$ cat src/design/ppcfg_pkg.sv
// register map, field layout and reset values of the port M / port P pin configuration block
// assumes a 32-bit APB with each register on an aligned word (byte address = 4 * index)
package ppcfg_pkg;

    localparam int unsigned ADDR_W = 12;
    localparam int unsigned DATA_W = 32;
    localparam int unsigned PM_W   = 8;
    localparam int unsigned PP_W   = 6;

    // register indices; byte address is four times the index
    localparam logic [9:0] IDX_M_DIRECTION     = 10'h012;
    localparam logic [9:0] IDX_M_REDUCED_DRIVE = 10'h013;
    localparam logic [9:0] IDX_M_PULL_ENABLE   = 10'h014;
    localparam logic [9:0] IDX_M_PULL_POLARITY = 10'h015;
    localparam logic [9:0] IDX_M_OPEN_DRAIN    = 10'h016;
    localparam logic [9:0] IDX_P_DATA          = 10'h018;
    localparam logic [9:0] IDX_P_PIN_LEVEL     = 10'h019;
    localparam logic [9:0] IDX_P_DIRECTION     = 10'h01A;

    // implemented bits: port M bit 2 does not exist
    localparam logic [7:0] PM_IMPL_MASK = 8'hFB;
    localparam logic [5:0] PP_IMPL_MASK = 6'h3F;

    // port M pin roles
    localparam int unsigned PM_SCL_BIT = 7;
    localparam int unsigned PM_SDA_BIT = 6;
    localparam int unsigned PM_TX_BIT  = 5;
    localparam int unsigned PM_RX_BIT  = 4;
    localparam int unsigned PM_DA1_BIT = 1;
    localparam int unsigned PM_DA0_BIT = 0;

    // reset values
    localparam logic [7:0] PM_DIRECTION_RST     = 8'h00;
    localparam logic [7:0] PM_REDUCED_DRIVE_RST = 8'h00;
    localparam logic [7:0] PM_PULL_ENABLE_RST   = 8'hF0;
    localparam logic [7:0] PM_PULL_POLARITY_RST = 8'h00;
    localparam logic [7:0] PM_OPEN_DRAIN_RST    = 8'h00;
    localparam logic [5:0] PP_DATA_RST          = 6'h00;
    localparam logic [5:0] PP_DIRECTION_RST     = 6'h00;

endpackage

$ cat src/design/ppcfg_port_cfg.sv
// pin configuration and ownership multiplexing for port M (8 pins) and port P (6 pins)
// assumes an APB master on clk_i; pins arrive asynchronously; peripheral signals share clk_i
//
// Implementation choice: register access over APB.
`timescale 1ns/1ps

// Functional notes
// - port M direction bits 7:3,1:0; 1=output
// - enabled I2C owns direction of pins 7:6
// - enabled serial transmitter owns pin 5 direction
// - enabled serial receiver owns pin 4 direction
// - enabled DAC forces pin 1/0 output
// - overrides never alter stored direction bits
// - reduced-drive bit applies to outputs only
// - pull enable for inputs and open-drain outputs
// - polarity 0 up, 1 down, inputs only
// - open-drain drives low only, ignored on inputs
// - open-drain selection also covers serial transmit
// - I2C pins always open-drain, bits untouched
// - enabled PWM channel drives its port P pin
// - port P data reads register or pin
// - pin-level register read-only, writes discarded
// - port P pins high-impedance inputs in reset
// - port P direction bits 5:0; 1=output
// - configuration registers readable and writable anytime
// - reset: pins 7:4 pulled up, others floating
module ppcfg_port_cfg
    import ppcfg_pkg::*;
(
    input  wire logic                clk_i,
    input  wire logic                reset_i,
    input  wire logic                psel_i,
    input  wire logic                penable_i,
    input  wire logic                pwrite_i,
    input  wire logic [ADDR_W-1:0]   paddr_i,
    input  wire logic [DATA_W-1:0]   pwdata_i,
    output logic      [DATA_W-1:0]   prdata_o,
    output logic                     pready_o,
    output logic                     pslverr_o,
    input  wire logic [PM_W-1:0]     port_m_data_i,
    input  wire logic                iic_enable_i,
    input  wire logic [1:0]          iic_dir_i,
    input  wire logic [1:0]          iic_out_i,
    input  wire logic                sci_tx_enable_i,
    input  wire logic                sci_tx_i,
    input  wire logic                sci_rx_enable_i,
    input  wire logic [1:0]          dac_enable_i,
    input  wire logic [PP_W-1:0]     pwm_enable_i,
    input  wire logic [PP_W-1:0]     pwm_i,
    input  wire logic [PM_W-1:0]     pm_pin_i,
    output logic      [PM_W-1:0]     pm_pin_o,
    output logic      [PM_W-1:0]     pm_pin_oe_o,
    output logic      [PM_W-1:0]     pm_pull_enable_o,
    output logic      [PM_W-1:0]     pm_pull_down_o,
    output logic      [PM_W-1:0]     pm_reduced_drive_o,
    output logic      [PM_W-1:0]     pm_level_o,
    input  wire logic [PP_W-1:0]     pp_pin_i,
    output logic      [PP_W-1:0]     pp_pin_o,
    output logic      [PP_W-1:0]     pp_pin_oe_o,
    output logic      [PP_W-1:0]     pp_level_o
);

    logic [7:0]      m_dir_q;
    logic [7:0]      m_rdr_q;
    logic [7:0]      m_pe_q;
    logic [7:0]      m_pps_q;
    logic [7:0]      m_od_q;
    logic [5:0]      p_data_q;
    logic [5:0]      p_dir_q;
    logic [DATA_W-1:0] prdata_q;

    logic [9:0]      idx;
    logic            hit;
    logic            wr_en;
    logic [7:0]      wbyte;
    logic [7:0]      rd_d;

    // masks, pin roles and reset values are laid out for 8 port M and 6 port P pins
    if (PM_W != 8 || PP_W != 6) begin : g_width_chk
        $error("pin counts do not match the register layout");
    end

    // ---------------- APB slave: zero wait states ----------------
    assign idx   = paddr_i[ADDR_W-1:2];
    assign wbyte = pwdata_i[7:0];
    always_comb begin
        hit = 1'b1;
        case (idx)
            IDX_M_DIRECTION, IDX_M_REDUCED_DRIVE, IDX_M_PULL_ENABLE,
            IDX_M_PULL_POLARITY, IDX_M_OPEN_DRAIN, IDX_P_DATA,
            IDX_P_PIN_LEVEL, IDX_P_DIRECTION: hit = 1'b1;
            default: hit = 1'b0;
        endcase
    end
    assign pready_o  = 1'b1;
    assign pslverr_o = psel_i & penable_i & ~hit;
    assign wr_en     = psel_i & penable_i & pwrite_i & hit;

    // ---------------- pin input synchronisers ----------------
    logic [7:0] m_s1_q;
    logic [7:0] m_s2_q;
    logic [7:0] m_s3_q;
    logic [7:0] m_lvl_q;
    logic [5:0] p_s1_q;
    logic [5:0] p_s2_q;
    logic [5:0] p_s3_q;
    logic [5:0] p_lvl_q;

    always_ff @(posedge clk_i) begin
        if (reset_i) begin
            m_s1_q <= 8'h00;
            m_s2_q <= 8'h00;
            m_s3_q <= 8'h00;
            p_s1_q <= 6'h00;
            p_s2_q <= 6'h00;
            p_s3_q <= 6'h00;
        end else begin
            m_s1_q <= pm_pin_i;
            m_s2_q <= m_s1_q;
            m_s3_q <= m_s2_q;
            p_s1_q <= pp_pin_i;
            p_s2_q <= p_s1_q;
            p_s3_q <= p_s2_q;
        end
    end

    // a level change is accepted once stages two and three agree
    always_ff @(posedge clk_i) begin
        if (reset_i) begin
            m_lvl_q <= 8'h00;
            p_lvl_q <= 6'h00;
        end else begin
            m_lvl_q <= ((m_s2_q ~^ m_s3_q) & m_s3_q) | ((m_s2_q ^ m_s3_q) & m_lvl_q);
            p_lvl_q <= ((p_s2_q ~^ p_s3_q) & p_s3_q) | ((p_s2_q ^ p_s3_q) & p_lvl_q);
        end
    end
    assign pm_level_o = m_lvl_q & PM_IMPL_MASK;
    assign pp_level_o = p_lvl_q;

    // ---------------- configuration registers ----------------
    always_ff @(posedge clk_i) begin
        if (reset_i) begin
            m_dir_q <= PM_DIRECTION_RST;
            m_rdr_q <= PM_REDUCED_DRIVE_RST;
            m_pe_q  <= PM_PULL_ENABLE_RST;
            m_pps_q <= PM_PULL_POLARITY_RST;
            m_od_q  <= PM_OPEN_DRAIN_RST;
        end else if (wr_en) begin
            // peripheral enables never touch these bits
            case (idx)
                IDX_M_DIRECTION:     m_dir_q <= wbyte & PM_IMPL_MASK;
                IDX_M_REDUCED_DRIVE: m_rdr_q <= wbyte & PM_IMPL_MASK;
                IDX_M_PULL_ENABLE:   m_pe_q  <= wbyte & PM_IMPL_MASK;
                IDX_M_PULL_POLARITY: m_pps_q <= wbyte & PM_IMPL_MASK;
                IDX_M_OPEN_DRAIN:    m_od_q  <= wbyte & PM_IMPL_MASK;
                default: ;
            endcase
        end
    end

    always_ff @(posedge clk_i) begin
        if (reset_i) begin
            p_data_q <= PP_DATA_RST;
            p_dir_q  <= PP_DIRECTION_RST;
        end else if (wr_en) begin
            case (idx)
                IDX_P_DATA:      p_data_q <= wbyte[5:0];
                IDX_P_DIRECTION: p_dir_q  <= wbyte[5:0];
                default: ;
            endcase
        end
    end

    // ---------------- read path: sampled in the setup cycle ----------------
    always_comb begin
        case (idx)
            IDX_M_DIRECTION:     rd_d = m_dir_q;
            IDX_M_REDUCED_DRIVE: rd_d = m_rdr_q;
            IDX_M_PULL_ENABLE:   rd_d = m_pe_q;
            IDX_M_PULL_POLARITY: rd_d = m_pps_q;
            IDX_M_OPEN_DRAIN:    rd_d = m_od_q;
            IDX_P_DATA:          rd_d = {2'b00, (p_data_q & p_dir_q) | (p_lvl_q & ~p_dir_q)};
            IDX_P_PIN_LEVEL:     rd_d = {2'b00, p_lvl_q};
            IDX_P_DIRECTION:     rd_d = {2'b00, p_dir_q};
            default:             rd_d = 8'h00;
        endcase
    end

    always_ff @(posedge clk_i) begin
        if (reset_i) begin
            prdata_q <= 32'h0000_0000;
        end else if (psel_i & ~penable_i) begin
            prdata_q <= {24'h00_0000, rd_d};
        end
    end
    assign prdata_o = prdata_q;

    // ---------------- port M ownership ----------------
    logic [7:0] m_dir_eff;
    logic [7:0] m_val_eff;
    logic [7:0] m_od_eff;
    logic [7:0] m_out_d;
    logic [7:0] m_oe_d;
    logic [7:0] m_pe_d;
    logic [7:0] m_pd_d;
    logic [7:0] m_rd_d;
    logic [7:0] m_pushpull;

    always_comb begin
        m_dir_eff = m_dir_q;
        m_val_eff = port_m_data_i;
        m_od_eff  = m_od_q;
        if (iic_enable_i) begin
            m_dir_eff[PM_SCL_BIT] = iic_dir_i[1];
            m_dir_eff[PM_SDA_BIT] = iic_dir_i[0];
            m_val_eff[PM_SCL_BIT] = iic_out_i[1];
            m_val_eff[PM_SDA_BIT] = iic_out_i[0];
            m_od_eff[PM_SCL_BIT]  = 1'b1;
            m_od_eff[PM_SDA_BIT]  = 1'b1;
        end
        if (sci_tx_enable_i) begin
            m_dir_eff[PM_TX_BIT] = 1'b1;
            m_val_eff[PM_TX_BIT] = sci_tx_i;
        end
        if (sci_rx_enable_i) begin
            m_dir_eff[PM_RX_BIT] = 1'b0;
        end
        if (dac_enable_i[1]) begin
            m_dir_eff[PM_DA1_BIT] = 1'b1;
            m_val_eff[PM_DA1_BIT] = 1'b0;
        end
        if (dac_enable_i[0]) begin
            m_dir_eff[PM_DA0_BIT] = 1'b1;
            m_val_eff[PM_DA0_BIT] = 1'b0;
        end
        m_dir_eff = m_dir_eff & PM_IMPL_MASK;
    end

    // per-pin driver, pull and drive-strength decision
    genvar gi;
    generate
        for (gi = 0; gi < PM_W; gi++) begin : g_pm
            always_comb begin
                if (m_dir_eff[gi] && m_od_eff[gi]) begin
                    m_out_d[gi] = 1'b0;
                    m_oe_d[gi]  = ~m_val_eff[gi];
                end else begin
                    m_out_d[gi] = m_val_eff[gi];
                    m_oe_d[gi]  = m_dir_eff[gi];
                end
                m_pe_d[gi] = m_pe_q[gi] & (~m_dir_eff[gi] | m_od_eff[gi]);
                m_pd_d[gi] = m_pps_q[gi] & m_pe_q[gi] & ~m_dir_eff[gi];
                m_rd_d[gi] = m_rdr_q[gi] & m_dir_eff[gi];
            end
        end
    endgenerate

    always_ff @(posedge clk_i) begin
        if (reset_i) begin
            pm_pin_o           <= 8'h00;
            pm_pin_oe_o        <= 8'h00;
            pm_pull_enable_o   <= PM_PULL_ENABLE_RST;
            pm_pull_down_o     <= 8'h00;
            pm_reduced_drive_o <= 8'h00;
        end else begin
            pm_pin_o           <= m_out_d & PM_IMPL_MASK;
            pm_pin_oe_o        <= m_oe_d & PM_IMPL_MASK;
            pm_pull_enable_o   <= m_pe_d & PM_IMPL_MASK;
            pm_pull_down_o     <= m_pd_d & PM_IMPL_MASK;
            pm_reduced_drive_o <= m_rd_d & PM_IMPL_MASK;
        end
    end

    // ---------------- port P ownership ----------------
    always_ff @(posedge clk_i) begin
        if (reset_i) begin
            pp_pin_o    <= 6'h00;
            pp_pin_oe_o <= 6'h00;
        end else begin
            pp_pin_o    <= (pwm_enable_i & pwm_i) | (~pwm_enable_i & p_data_q);
            pp_pin_oe_o <= pwm_enable_i | p_dir_q;
        end
    end

    // pins driven push-pull in this cycle, for the pull check
    assign m_pushpull = m_dir_eff & ~m_od_eff;
endmodule

$ cat config.mk
export PLATFORM = sky130hd
export DESIGN_NAME = ppcfg_port_cfg
export DESIGN_NICKNAME = d
export VERILOG_FILES = /design/src/design/ppcfg_pkg.sv /design/src/design/ppcfg_port_cfg.sv
export SDC_FILE = /design/constraint.sdc
export NUM_CORES = 1
export LEC_CHECK = 0
export BUFFER_PORTS_ARGS = -buffer_cell sky130_fd_sc_hd__buf_4
export CAP_MARGIN = 20
export CORE_ASPECT_RATIO = 0.7
export CORE_MARGIN = 2
export CORE_UTILIZATION = 50
export DETAILED_ROUTE_END_ITERATION = 10
export MAX_ROUTING_LAYER = met4
export PLACE_DENSITY = 0.76
export REMOVE_ABC_BUFFERS = 1
export SYNTH_ARGS = -nofsm -noshare
export SYNTH_HDL_FRONTEND = slang
export SYNTH_SLANG_ARGS = --single-unit
$ cat constraint.sdc
create_clock -name clk_i -period 3.45 [get_ports clk_i]
set_clock_uncertainty 0.2 [all_clocks]
set_input_delay 0.345 -clock clk_i [delete_from_list [all_inputs] [get_ports clk_i]]
set_output_delay 0.345 -clock clk_i [all_outputs]
set_load 0.1 [all_outputs]
Word-level counts from Yosys, hierarchy flattened --
Memories as Yosys holds them, arrays and structs flattened. Index checks and enable logic that the tools add are counted.
Word-level totals: memories 1, output and inout bits 100, bits in registers 163, input bits 93, bits in read-only memories 32, word-level logic and storage cells 159
Memories:
- (no name shown) | words 32, width 1, read ports 1, clocked after Yosys merged registers in 0, wr ports 0, RTL line ppcfg_port_cfg.sv:88 | case (idx)
Operators by class: reductions and logical operators 22, bitwise operators 75, mux-type cells 19, equality and inequality tests 8
Operator list (number):
- 10-bit by 5-bit == test with 1-bit output (second input constant) | 8
- 8-bit one-hot mux with 8 select lines | 1
- 6-bit AND | 6
- 1-bit AND | 33
- 6-bit OR | 4
- 8-bit AND | 2
- 1-bit inverter | 16
- 1-bit two-way mux | 15
- 2-bit AND reduction | 7
- 2-bit OR reduction | 7
- 6-bit inverter | 2
- 8-bit OR | 1
- 8-bit XNOR | 1
- 8-bit bitwise XOR | 1
- 1-bit logical AND | 7
- 1-bit OR | 7
- 2-bit two-way mux | 3
- 6-bit XNOR | 1
- 6-bit bitwise XOR | 1
- 5-bit logical NOT | 1

Longest topological paths before layout --
depth in word-level cells 4, mapped depth 7

Worst setup path after synthesis --
OpenSTA, ideal clock, no wires.
kind in2out, start input paddr_i[3], end output pslverr_o, path buffers 1, arrival 2.149 ns, cell stages on the path 5, slack 0.756 ns, path through clkbuf_1 nor3_1 a21oi_1 nor3b_1 nor2_1
On the way: word-level cells in the longest chain between the ends 4
Ends and longest elaborated chain:
- start, declared | RTL line ppcfg_port_cfg.sv:35 | input wire logic [ADDR_W-1:0] paddr_i,
- memory 32 x 1 bit
- 1-bit two-way mux | RTL line ppcfg_port_cfg.sv:88
- 1-bit inverter | RTL line ppcfg_port_cfg.sv:96 | assign pslverr_o = psel_i & penable_i & ~hit;
- 1-bit AND | RTL line ppcfg_port_cfg.sv:96
- end, declared | RTL line ppcfg_port_cfg.sv:39 | output logic pslverr_o,
No other way between the ends.

Worst setup path in the final report --
start input paddr_i[7], end register prdata_q[7], in the netlist prdata_o[7]
On the way: word-level cells in the longest chain between the ends 2, elaborated cells on any way between the ends 9, classes of those cells eq/ne: 8; mux: 1
Ends and longest elaborated chain:
- 10-bit by 5-bit == test with 1-bit output | RTL line ppcfg_port_cfg.sv:176 | case (idx)
- 8-bit one-hot mux with 8 select lines * | RTL line ppcfg_port_cfg.sv:176
- end signal, assigned | RTL line ppcfg_port_cfg.sv:193 | prdata_q <= {24'h00_0000, rd_d};
- end, declared | RTL line ppcfg_port_cfg.sv:70 | logic [DATA_W-1:0] prdata_q;
Every way passes the cells marked *; elsewhere a longest branch is shown, timed or not. A chain may end at the register's enable or synchronous reset.

==> flow_summary.ini <==
[status]
status = finished, final reports clean

[critical_path]
cp_slowest_cell = or4b_1
worstReg2RegEnd = pm_pin_o[0]
path_class = input pin to flip-flop
crit_fanout = 8
ff2ff_setup_slack_ns = 1.75
cp.required_ns = 3.60
ff2ff_path_depth = 2
critPathLaunchType = input pin
crit_chain = buf_4, or4b_4, or3_4, or4b_1, a2111o_1, a21oi_2
cp-startpoint = paddr_i[7]
r2r_start = m_od_q[0]
critPathCaptureType = flip-flop
arrival_ns = 2.67
crit_end = prdata_o[7]
max_stage_delay_ns = 0.73

[drt]
wirelength_um = 14450
drtIter0Drc = 435
route.detailed.drc = 0
antenna_left = 0
viasPerCell = 5.112
vias = 4882
wl_per_cell_um = 15.13
dr.pass1.iters = 5

[sta]
hold_viol_final = 0
tightest_slew_ns = 0.7877
fmax_mhz = 396.9
setup_viol = 0
finalCritPeriodShare = 0.7303
slew_headroom = 0.4738
period_needed_ns = 2.520
final_max_slew_viol_count = 0
tns_ns = 0
rsz0062_at_grt = false

[yosys]
synth_area_um2 = 5948
synth.distinct_cells = 44
synth_area_leaders = dfxtp_1 (52%), mux2i_1 (7.9%), nor2_1 (6.1%)
syn-instance-count = 625
avgSynthCellArea_um2 = 9.517
netlist.area_leader.share = 0.5183
yosys_warnings = 0
async_flop_share = 0
synth_seq_cells = 154
synth_edf_count = 0
synth_largest_area_cell = dfxtp_1
synth_flop_cell = dfxtp_1
synth_seq_area_share = 0.5183

[min_path]
holdPathStages = 3
min_path_type = input pin to flip-flop

[placement]
numPortBuffers = 133
hpwl_um = 9678
routabilityCongestion = 0.8990
postPlaceCellArea_um2 = 6984

[clocking]
cts_sinks = 154
cts_resized = 0
ctsLongestPathBuffers = 2
insertion_delay_ns = 0.41
post-cts-setup-buffers = 0
clockRootBuffer = clkbuf_16
ctsHoldBuffers = 32
cts_tree = built
clkTransAtPathRegs_ns = 0.06
cts_made_buffers = 17
htreeDepth = 4

[cells_and_area]
layout.nets = 891
design_area_um2 = 7875
multi_input_area_um2 = 2586
fillerInstances = 926
antenna_cells = 0
seq_area_um2 = 3083
layout-drive-gt1-share = 0.2256
syn2layout_area_growth_pct = 32.39

[grt]
grt-ovfl-total = 0
grt_pass1_vias = 4643
antenna_found_initial = 0
grt_max_degree = 72
grt_pass1_wl_um = 22760
track_usage = 0.2347

[die]
rows = 33
coreArea_um2 = 11640
die_h_um = 95.26
design.portCount = 193
initial_core_util = 0.5109
die_x_um = 134.4
dieArea_um2 = 12800

[flow_run]
maxCapViolCount = 0

[power]
p_leak_nw = 3.636
total_power_mw = 4.124
vdd_drop_max_mv = 0.3742
p_per_area_nw_per_um2 = 523.7
==> layer usage <==
metal | track usage | wire length, um
met4 | 0.07982 | 141
met3 | 0.06220 | 1143
met1 | 0.2997 | 6431
met2 | 0.3648 | 6736
met5 | - | 0
==> per-stage QoR <==
stage / setup WS, ns / utilization / cells / hold WS (ns)
floorplan: 0.1610 / - / 591 / 0.2074
global placement: 0.5323 / 0.5998 / 891 / 0.2168
detailed placement: 0.5214 / 0.5998 / 891 / 0.2253
CTS: 0.9419 / 0.6763 / 955 / 0.007222
global route: 0.8802 / 0.6763 / 955 / 0.01446
finish: 0.9304 / 0.6763 / 955 / 0.01348
==> kinds of logic (layout without fill, tap and decap cells) <==
family | count (synthesis) | count (layout) | share of synthesized area
AO/OA/AOI/OAI | 92 | 92 | 0.1052
adder cells (fa/ha/maj) | 13 | 13 | 0.02735
buffers and inverters | 75 | 219 | 0.06731
flip-flops | 154 | 154 | 0.5183
multiplexers | 51 | 51 | 0.08666
other | 2 | 31 | 0.001263
AND/OR/NAND/NOR | 238 | 238 | 0.1939
==> worst min path at each step <==
stage                              to          from
final                     pp_pin_o[3]      pwm_i[3]
after floorplan           prdata_o[7]       reset_i
after global placement      m_s2_q[0]     m_s1_q[0]
after global routing      pm_pin_o[7]  iic_dir_i[1]
after detailed placement    p_s2_q[4]     p_s1_q[4]
after CTS                  m_dir_q[6]   pwdata_i[6]
==> area by class of cell <==
cell class,instances,share of cell area
Sequential cell,154,0.3915
Multi-Input combinational cell,425,0.3284
Timing Repair Buffer,175,0.1770
Clock buffer,22,0.05767
Tap cell,157,0.02494
Clock inverter,10,0.01478
Inverter,12,0.005720
==> critical path: cells and delay by family <==
family,cells,cell delay (ns)
buffers and inverters,1,0.11
AOI/OAI and AO/OA,2,0.60
and+or+nand+nor,3,1.62
==> cell usage after synthesis, types with 3 or more instances <==
library cell,number
ha_1,13
a211oi_1,5
a22oi_1,9
a211o_1,4
nor3b_1,7
o21ai_0,15
a22o_1,6
and2_1,3
a21oi_1,30
nand3_1,22
inv_1,12
nand2_1,40
a21o_1,3
nand2b_1,7
nor2b_1,47
a221oi_1,5
mux2_2,4
buf_1,4
nor2_1,97
a222oi_1,3
nor3_1,4
buf_4,31
mux2i_1,47
dfxtp_1,154
a2111o_1,3
clkbuf_1,26
==> sequential cells by signal, indices dropped and copies added (netlist names), 7 cells and up <==
signal              cells
m_dir_q                 7
m_s1_q                  7
m_s2_q                  7
m_s3_q                  7
pm_pin_oe_o             7
pm_reduced_drive_o      7
prdata_o                8
m_od_q                  7
m_pe_q                  7
pm_pin_o                7
m_rdr_q                 7
m_pps_q                 7
m_lvl_q                 7
pm_pull_enable_o        7
pm_pull_down_o          7
==> report_power, final <==
part	internal [mW]	leakage, nW	switching [mW]	total (mW)
clock network	1.09	0.275	0.712	1.80
logic	0.131	2.11	0.374	0.505
registers	1.81	1.25	0.0101	1.82
==> placed cells by master (no fill, tap or decap), types with 4 or more instances in the layout <==
cell type	synthesis	layout
ha_1	13	13
o21ai_0	15	15
clkbuf_1	26	4
a22oi_1	9	9
conb_1	2	31
dlygate4sd3_1	0	32
mux2_2	4	4
nand2b_1	7	7
mux2i_1	47	47
inv_1	12	12
nor2b_1	47	47
nor3_1	4	4
a211o_1	4	4
nand3_1	22	22
nor2_1	97	97
dfxtp_1	154	154
a22o_1	6	6
clkbuf_16	0	17
nand2_1	40	40
buf_4	31	143
a221oi_1	5	5
a21oi_1	30	30
nor3b_1	7	7
a211oi_1	5	5
No activity file was read; power rests on OpenSTA's default activity.
